===== src/core/fem_params.svh =====
`ifndef FEM_PARAMS_SVH
`define FEM_PARAMS_SVH

// =====================================================
// register offsets
`define FEM_OFS_PORT0      8'h00
`define FEM_OFS_CTRL       8'h04
`define FEM_OFS_STATUS     8'h08
`define FEM_OFS_TXPWR      8'h0C
`define FEM_OFS_TEST_ROUTE 8'h10

// =====================================================
// field positions
`define FEM_BIT_PATH_SEL   2
`define FEM_BIT_SHUTDOWN   3
`define FEM_BIT_AUTO_EN    0
`define FEM_BIT_SLEEP_REQ  1
`define FEM_BIT_EXT_RANGE  2
`define FEM_BIT_BYP_REQ    3
`define FEM_BIT_HW_ROUTE   0

// =====================================================
// reset values and codes
`define FEM_PORT0_RST      8'h00
`define FEM_CTRL_RST       4'h0
`define FEM_TXPWR_RST      4'h6
`define FEM_ROUTE_KEY      32'h0000_0001
`define FEM_SETTLE_NS      100
`define FEM_SETTLE_CYC     ((`FEM_SETTLE_NS + 19) / 20)

`endif


===== src/core/fem_pkg.sv =====
package fem_pkg;
   typedef enum logic [1:0] {
      FEM_ALL_OFF = 2'h0,
      FEM_STANDBY = 2'h1,
      FEM_BYPASS  = 2'h2,
      FEM_HIGH    = 2'h3
   } fem_mode_t;

   typedef enum {FEM_ST_IDLE, FEM_ST_WAIT_RF, FEM_ST_SETTLE} fem_seq_t;

   typedef struct packed {
      logic       shutdown;
      logic       path_sel;
   } fem_lines_t;

   typedef struct packed {
      logic       wr;
      logic       rd;
      logic [7:0] addr;
      logic [31:0] wdata;
   } fem_bus_t;
endpackage


===== src/core/fem_mode_enc.sv =====
`timescale 1ns/1ps
`default_nettype none
module fem_mode_enc
   import fem_pkg::*;
(
   input  wire fem_mode_t  mode_i,
   output var fem_lines_t  lines_o
);
   always_comb begin
      unique case (mode_i)
         FEM_ALL_OFF: lines_o = '{shutdown: 1'b0, path_sel: 1'b0};
         FEM_STANDBY: lines_o = '{shutdown: 1'b0, path_sel: 1'b1};
         FEM_BYPASS:  lines_o = '{shutdown: 1'b1, path_sel: 1'b0};
         FEM_HIGH:    lines_o = '{shutdown: 1'b1, path_sel: 1'b1};
      endcase
   end
endmodule
`default_nettype wire


===== src/core/fem_ctrl.sv =====
// Design decisions made here: the strobed register port and the placing of the registers.
`timescale 1ns/1ps
`default_nettype none
`include "fem_params.svh"
module fem_ctrl
   import fem_pkg::*;
#(
   parameter int SETTLE_CYC = `FEM_SETTLE_CYC
)(
   input  wire logic        mclk_i,
   input  wire logic        sys_rst_i,
   input  wire logic        clk_en_i,
   input  wire logic [7:0]  addr_i,
   input  wire logic [31:0] wdata_i,
   input  wire logic        wr_i,
   input  wire logic        rd_i,
   output logic [31:0]      rdata_o,
   input  wire logic        ll_tx_en_i,
   input  wire logic        ll_rx_en_i,
   input  wire logic        radio_busy_i,
   input  wire logic        radio_stack_up_event_i,
   input  wire logic        wake_i,
   output logic [7:0]       port0_o,
   output logic             amp_shutdown_line_o,
   output logic             path_select_line_o,
   output logic             pa_en_o,
   output logic             lna_en_o,
   output logic [3:0]       tx_power_o
);
   // =====================================================
   // elaboration check
   // settle counter is eight bits wide and must load a non-zero count
   if (SETTLE_CYC < 1 || SETTLE_CYC > 255) begin : g_bad_settle
      $error("SETTLE_CYC out of range");
   end

   typedef struct packed {
      logic [7:0]  port0;
      logic [3:0]  ctrl;
      logic        stack_up;
      logic        hw_route;
      logic        byp_pend;
      fem_seq_t    seq;
      logic [7:0]  cnt;
      logic [31:0] rdata;
   } fem_state_t;

   fem_state_t state_reg;
   fem_state_t state_next;
   fem_mode_t  req_mode;
   fem_lines_t lines;

   // =====================================================
   // mode to line encoding
   // lines follow the registered port bits, so they never glitch with a strobe
   assign req_mode = fem_mode_t'({state_reg.port0[`FEM_BIT_SHUTDOWN], state_reg.port0[`FEM_BIT_PATH_SEL]});

   fem_mode_enc u_enc (
      .mode_i  (req_mode),
      .lines_o (lines)
   );

   // =====================================================
   // next state
   always_comb begin
      state_next       = state_reg;
      state_next.rdata = 32'h0;
      if (radio_stack_up_event_i) begin
         state_next.stack_up = 1'b1;
      end
      if (wr_i) begin
         unique case (addr_i)
            `FEM_OFS_PORT0: begin
               if (wdata_i[`FEM_BIT_SHUTDOWN:`FEM_BIT_PATH_SEL] == 2'(FEM_BYPASS) && radio_busy_i) begin
                  state_next.byp_pend = 1'b1;
                  state_next.port0    = {wdata_i[7:4], state_reg.port0[3:2], wdata_i[1:0]};
               end else begin
                  state_next.byp_pend = 1'b0;
                  state_next.port0    = wdata_i[7:0];
               end
            end
            `FEM_OFS_CTRL: state_next.ctrl = wdata_i[3:0];
            `FEM_OFS_TEST_ROUTE: begin
               if (state_reg.stack_up && wdata_i == `FEM_ROUTE_KEY) begin
                  state_next.hw_route = 1'b1;
               end
            end
            default: ;
         endcase
      end
      if (state_reg.byp_pend && !radio_busy_i && !(wr_i && addr_i == `FEM_OFS_PORT0)) begin
         state_next.port0[`FEM_BIT_SHUTDOWN] = 1'b1;
         state_next.port0[`FEM_BIT_PATH_SEL] = 1'b0;
         state_next.byp_pend = 1'b0;
      end
      if (state_reg.ctrl[`FEM_BIT_AUTO_EN]) begin
         unique case (state_reg.seq)
            FEM_ST_IDLE: begin
               if (state_reg.ctrl[`FEM_BIT_SLEEP_REQ]) begin
                  state_next.port0[`FEM_BIT_SHUTDOWN] = 1'b0;
                  state_next.port0[`FEM_BIT_PATH_SEL] = 1'b1;
                  state_next.byp_pend = 1'b0;
                  // a fresh request written in this cycle wins over the clear
                  if (!(wr_i && addr_i == `FEM_OFS_CTRL && wdata_i[`FEM_BIT_SLEEP_REQ])) begin
                     state_next.ctrl[`FEM_BIT_SLEEP_REQ] = 1'b0;
                  end
                  state_next.seq = FEM_ST_WAIT_RF;
               end
            end
            FEM_ST_WAIT_RF: begin
               if (wake_i && state_reg.ctrl[`FEM_BIT_EXT_RANGE]) begin
                  state_next.port0[`FEM_BIT_SHUTDOWN] = 1'b1;
                  state_next.port0[`FEM_BIT_PATH_SEL] = 1'b1;
                  state_next.cnt = 8'(SETTLE_CYC);
                  state_next.seq = FEM_ST_SETTLE;
               end else if (wake_i && !radio_busy_i) begin
                  state_next.port0[`FEM_BIT_SHUTDOWN] = 1'b1;
                  state_next.port0[`FEM_BIT_PATH_SEL] = 1'b0;
                  state_next.cnt = 8'(SETTLE_CYC);
                  state_next.seq = FEM_ST_SETTLE;
               end
            end
            FEM_ST_SETTLE: begin
               if (state_reg.cnt <= 8'h01) begin
                  state_next.seq = FEM_ST_IDLE;
               end else begin
                  state_next.cnt = state_reg.cnt - 8'h01;
               end
            end
         endcase
      end
      if (rd_i) begin
         unique case (addr_i)
            `FEM_OFS_PORT0:  state_next.rdata = {24'h0, state_reg.port0};
            `FEM_OFS_CTRL:   state_next.rdata = {28'h0, state_reg.ctrl};
            `FEM_OFS_STATUS: state_next.rdata = {24'h0,
                                                 state_reg.seq == FEM_ST_SETTLE,
                                                 state_reg.seq == FEM_ST_WAIT_RF,
                                                 state_reg.byp_pend,
                                                 state_reg.stack_up,
                                                 state_reg.hw_route,
                                                 req_mode,
                                                 ll_tx_en_i};
            `FEM_OFS_TXPWR:  state_next.rdata = {28'h0, `FEM_TXPWR_RST};
            `FEM_OFS_TEST_ROUTE: state_next.rdata = {31'h0, state_reg.hw_route};
            default:         state_next.rdata = 32'h0;
         endcase
      end
   end

   // =====================================================
   // state register
   always_ff @(posedge mclk_i) begin
      if (sys_rst_i) begin
         state_reg <= '{port0:    `FEM_PORT0_RST,
                        ctrl:     `FEM_CTRL_RST,
                        stack_up: 1'b0,
                        hw_route: 1'b0,
                        byp_pend: 1'b0,
                        seq:      FEM_ST_IDLE,
                        cnt:      8'h00,
                        rdata:    32'h0};
      end else if (clk_en_i) begin
         state_reg <= state_next;
      end
   end

   // =====================================================
   // outputs
   assign rdata_o             = state_reg.rdata;
   assign port0_o             = state_reg.port0;
   assign amp_shutdown_line_o = lines.shutdown;
   assign path_select_line_o  = lines.path_sel;
   assign pa_en_o             = state_reg.hw_route & ll_tx_en_i;
   assign lna_en_o            = state_reg.hw_route & ll_rx_en_i;
   assign tx_power_o          = `FEM_TXPWR_RST;
endmodule
`default_nettype wire


===== config.mk =====
export PLATFORM = sky130hd
export DESIGN_NAME = fem_ctrl
export DESIGN_NICKNAME = d
export VERILOG_FILES = /design/src/core/fem_pkg.sv /design/src/core/fem_mode_enc.sv /design/src/core/fem_ctrl.sv
export VERILOG_INCLUDE_DIRS = /design/src /design/src/core
export SDC_FILE = /design/constraint.sdc
export NUM_CORES = 1
export LEC_CHECK = 0
export ABC_AREA = 1
export BUFFER_PORTS_ARGS = -buffer_cell sky130_fd_sc_hd__buf_2
export CAP_MARGIN = 30
export CORE_ASPECT_RATIO = 1.5
export CORE_MARGIN = 4
export CORE_UTILIZATION = 44
export CTS_BUF_LIST = sky130_fd_sc_hd__clkbuf_4 sky130_fd_sc_hd__clkbuf_8
export DETAILED_ROUTE_END_ITERATION = 7
export GPL_TIMING_DRIVEN = 0
export PLACE_DENSITY = 0.74
export SLEW_MARGIN = 20
export SYNTH_ARGS = -nofsm -noshare
export SYNTH_HDL_FRONTEND = slang
export SYNTH_SLANG_ARGS = --single-unit

===== constraint.sdc =====
create_clock -name mclk_i -period 2.1 [get_ports mclk_i]
set_clock_uncertainty 0.05 [all_clocks]
set_input_delay 0.21 -clock mclk_i [delete_from_list [all_inputs] [get_ports mclk_i]]
set_output_delay 0.21 -clock mclk_i [all_outputs]
set_load 0.01 [all_outputs]

# After elaboration in Yosys (flattened, before gate mapping)

Cells that the tools add are included.

Flip-flop bits (word level): 87
Latch bits: 0
Bits in writable memories: 0
Word-level logic and storage cells: 82
Bits in read-only memories: 0
Memories: 0
Output and inout bits: 48
Input bits: 50

Div/mod/pow operators: 0
Multipliers: 0
Shifts and indexed selects: 0
Muxes and demuxes: 30
Add/sub/neg operators: 1
Bitwise operators: 2
Reductions and logical operators: 21
Eq/ne operators: 17
Magnitude comparators: 1

Operators by type and width:

| cell                                                 | number |
|---|---|
| one-hot mux 32 bit (3 select lines)                  | 1 |
| two-way mux 40 bit                                   | 2 |
| equality test 32 x 1 -> 1 bit, second input constant | 2 |
| equality test 32 x 2 -> 1 bit, second input constant | 2 |
| two-way mux 41 bit                                   | 1 |
| one-hot mux 8 bit (5 select lines)                   | 1 |
| two-way mux 33 bit                                   | 1 |
| equality test 32 x 3 -> 1 bit, second input constant | 1 |
| logical NOT 32 bit                                   | 1 |
| two-way mux 32 bit                                   | 1 |
| two-way mux 8 bit                                    | 3 |
| equality test 8 x 4 -> 1 bit, second input constant  | 2 |
| one-hot mux 8 bit (2 select lines)                   | 1 |
| two-way mux 4 bit                                    | 3 |
| two-way mux 2 bit                                    | 5 |
| AND reduction 5 bit                                  | 2 |
| logical AND 1 bit                                    | 9 |
| two-way mux 1 bit                                    | 9 |
| equality test 8 x 3 -> 1 bit, second input constant  | 1 |
| equality test 8 x 5 -> 1 bit, second input constant  | 1 |
| <= comparator 8 x 1 -> 1 bit, second input constant  | 1 |
| logical NOT 8 bit                                    | 1 |
| one-hot mux 2 bit (4 select lines)                   | 1 |
| subtractor 8 x 1 -> 8 bit, second input constant     | 1 |
| other kinds (12)                                     | 19 |

# Logic depth before layout (Yosys ltp)

Depth after elaboration: 10
Mapped depth: 10
Mapped depth without buffers: 10

# Modules after synthesis

Synthesis repeated with hierarchy kept, for this count alone.

Cell total of the unflattened synthesis: 339
Area total of the unflattened synthesis: 2309.7 sq um

Modules (own cells, without submodules):

| module       | times used | cells each | area an instance (sq um) | sequential area each (sq um) |
|---|---|---|---|---|
| fem_ctrl     | 1          | 337        | 2302.2                   | 660.6 |
| fem_mode_enc | 1          | 2          | 7.5                      | 0.0 |

# Worst setup path after synthesis

Ideal clock, no wire load.

Kind: flip-flop to flip-flop
Start: reg state_reg[32] in the netlist's numbering
End: reg state_reg[33] in the netlist's numbering
Setup time: 67 ps
Period minus slack after synthesis: 1519 ps
Required time: 1983 ps
Slack: 581 ps
Arrival: 1402 ps
Cell stages (with the launch flop): 9
Path buffers: 0
Path through: dfxtp_1 > inv_1 > ha_1 > o21ai_2 > nor2_4 > nor2_8 > nand2_4 > or2_1 > a21oi_2

Longest elaborated chain between the ends: 3
Elaborated cells on any way between the ends: 6
Those cells by class: add/sub (1); order compare (1); eq/ne (1); mux (2); reduce/logical (1)

RTL lines:

| element                                                                   | line                             | RTL |
|---|---|---|
| start: declaration                                                        | fem_ctrl.sv:48                   | `fem_state_t state_reg;` |
| start signal: assignment                                                  | fem_ctrl.sv:155                  | `` state_reg <= '{port0: `FEM_PORT0_RST, `` |
| start signal: assignment                                                  | fem_ctrl.sv:164                  | `state_reg <= state_next;` |
| subtractor 8 x 1 -> 8 bit or <= comparator 8 x 1 -> 1 bit (tied branches) | fem_ctrl.sv:127, fem_ctrl.sv:124 |  |
| two-way mux 8 bit or inequality test 2 bit (tied branches)                | -                                |  |
| one-hot mux 8 bit (2 select lines) or AND reduction 5 bit (tied branches) | -                                |  |

Parallel ways exist; a longest one is shown, timed or not. The select of a mux whose other input is x is not followed.
A chain may end at the register's enable or synchronous reset.

# Worst setup path in the final report

Same ends and word-level chain as after synthesis.

==> summary.md <==
| Metric | Value |
|---|---|
| Placement Setup Slack | 403.2 ps |
| Port bufs | 68 |
| Pre-antenna DRT Iters | 4 |
| Asr flop ratio synth | 0% |
| Worst-path maximum fanout | 10 |
| Die area | 6872 um2 |
| Chip height | 99.55 um |
| Slew Limit Fails | 0 |
| Setup TNS | 0 ps |
| Vias in the first global route | 2329 |
| Initial DRC count | 120 |
| Largest register FFs | 17 |
| Core area | 5450 um2 |
| Post-route cell area | 3099 um2 |
| Yosys warnings | 0 |
| Register area share after synthesis | 26.87% |
| Number of synthesized flops with an enable pin | 0 |
| Fillers | 573 |
| # IOs | 98 |
| Hold Vio Cnt, Final | 0 |
| DR vias/cell | 4.552 |
| Syn Area/Cell | 6.792 um2 |
| Final wirelength | 5.959 mm |
| Max incr delay on CP | 370 ps |
| Max frequency | 0.5843 GHz |
| Mapped Cells | 362 |
| # H-tree levels | 2 |
| Max VDD drop | 0.2221 mV |
| Pwr Density | 468.0 nW/um2 |
| Minimum clock period | 1711 ps |
| CTS tree | done |
| Routability cong. | 0.8308 |
| Post-synthesis cell area | 2459 um2 |
| Row Count | 33 |
| Pleak | 1.557 nW |
| Antenna violations before repair | 0 |
| Unrepaired setup endpoints after global routing | false |
| Number of diodes | 0 |
| Fin crit share | 81.49% |
| Wire length per cell | 11.16 um |
| Multi-input logic area | 1353 um2 |
| Largest cells by area after synthesis | dfxtp_1 (27%), buf_4 (14%), nand2_1 (11%), a21oi_1 (6.3%), nor2_1 (5.8%) |
| Antenna Violating Nets Remaining | 0 |
| Yosys reg bits | 33 |
| Chain of cells forming the critical path | inv_1 > ha_1 > o21ai_2 > nor2_4 > nor2_8 > nand2_4 > or2_1 > a21oi_2 |
| Clock sink count | 33 |
| Most common cell after layout, fill and taps aside | nand2_1 |
| Synth Flop Type | dfxtp_1 |
| Rel. slew slack | 63.06% |
| Via count | 2431 |
| Most area-hungry cell type in the Yosys netlist | dfxtp_1 |
| Dpl hpwl | 4.940 mm |
| Number of unique standard cell types used by synthesis | 35 |
| Most frequent cells in the layout | nand2_1 (70), buf_2 (68), buf_4 (45), nor2_1 (38), inv_1 (34) |
| Outcome | finished, final reports clean |
| First-pass GRT wire length | 10.13 mm |
| CP arrival | 1890 ps |
| Nets@finish | 519 |
| Crit path capture type | register |
| Layout cells sized above 1 | 34.48% |
| Startpoint Class | register |
| CP max stage cell | dfxtp_1 |
| Clock root buffer | clkbuf_8 |
| GRT Util Overall | 17.71% |
| Worst Setup Path Type | register to register |
| DR DRC count | 0 |
| Initial core utilization | 45.11% |
| Die width | 69.04 um |
| Clock Tree Buf Depth | 2 |
| Clock latency on the worst-skew pair | 290 ps |
| GR Overflow Total | 0 |
| Register Area | 660.6 um2 |
| Hold Crit Class | primary input to register |
| Post-CTS Setup Bufs | 0 |
| CTS clock-pin slew for the worst setup and hold paths | 80 ps |
| Synthesis-to-layout area growth | 26.06% |
| Clock buffer count from CTS | 5 |
| Placed Area | 2984 um2 |
| Max_cap viols | 0 |
| Setup WS post-layout | 388.7 ps |
| Slew @ Worst Pin | 554.1 ps |
| WP data required | 2280 ps |
| Largest net degree at the start of global routing | 13 |
| Yosys top cell area share | 26.87% |
| Final setup viols | 0 |
| Post-CTS resize count | 0 |
| Hold_buf cts | 0 |
-- metrics by stage --
stage | total power [mW] | std cells | hold WS (ps) | utilization (%)
after floorplan | 0.7701 | 388 | 303.4 | -
after global placement | 0.8400 | 526 | 396.5 | 54.75
after detailed placement | 0.8432 | 526 | 395.7 | 54.75
after CTS | 1.460 | 534 | 119.4 | 56.86
after global routing | 1.505 | 534 | 139.4 | 56.86
final | 1.450 | 534 | 120.6 | 56.86
-- logic make-up (layout without fill, tap and decap cells) --
kind of cell               Yosys count  in the layout  synth area share (%)
buffers and inverters               93            169                 22.09
DFF                                 33             33                 26.87
other                                2             28                0.3055
and+or+nand+nor                    165            165                 32.93
AOI/OAI and AO/OA                   58             58                 12.98
adders and majority gates            6              6                 3.053
xor gates and xnor gates             5              5                 1.781
-- where the power goes --
group          switching [mW]  internal, mW
Combinational           0.105        0.0914
Clock                   0.265         0.355
Sequential            0.00389         0.629
-- Yosys cell counts, types with 4 or more instances --
| master | number |
|---|---|
| a21oi_1 | 31 |
| nor4_1 | 4 |
| nor2_2 | 7 |
| inv_1 | 34 |
| o21ai_0 | 7 |
| nand2_2 | 6 |
| ha_1 | 6 |
| inv_2 | 4 |
| nand2_1 | 70 |
| clkbuf_1 | 6 |
| o21ai_1 | 14 |
| nand3_1 | 22 |
| nor2_1 | 38 |
| buf_4 | 45 |
| dfxtp_1 | 33 |
-- critical path, delay by kind of cell (launching register included) --
kind	cells	cell delay (ps)
buffers and inverters	1	100
adders and majority gates	1	280
and+or+nand+nor	4	530
AOI/OAI and AO/OA	2	310
DFF	1	370
-- final cells by class --
cell class,count,share of cell area (%)
multi-input combinational,262,43.64
clock inverter,3,1.494
timing repair buffer,68,10.98
clock buffer,5,2.220
sequential,33,21.32
buffer,53,12.35
tap,70,2.826
inverter,40,5.168
-- final timing paths --
| kind | startpoint | to | slack [ps] | cells after the start |
|---|---|---|---|---|
| setup / recovery | state_reg[32] | state_reg[33] | 390 | 8 |
| hold / removal | radio_stack_up_event_i | state_reg[74] | 120 | 3 |
| setup reg to reg | state_reg[32] | state_reg[33] | 390 | 8 |
| hold reg to reg | state_reg[78] | state_reg[78] | 410 | 2 |
-- layer usage --
| layer | wire length (um) | global-route usage (%) |
|---|---|---|
| met2 | 3131 | 32.79 |
| met5 | 0 | 0 |
| met3 | 441 | 3.033 |
| met4 | 159 | 8.571 |
| met1 | 2226 | 19.23 |
Note: power is estimated with default switching activity, not from simulation.
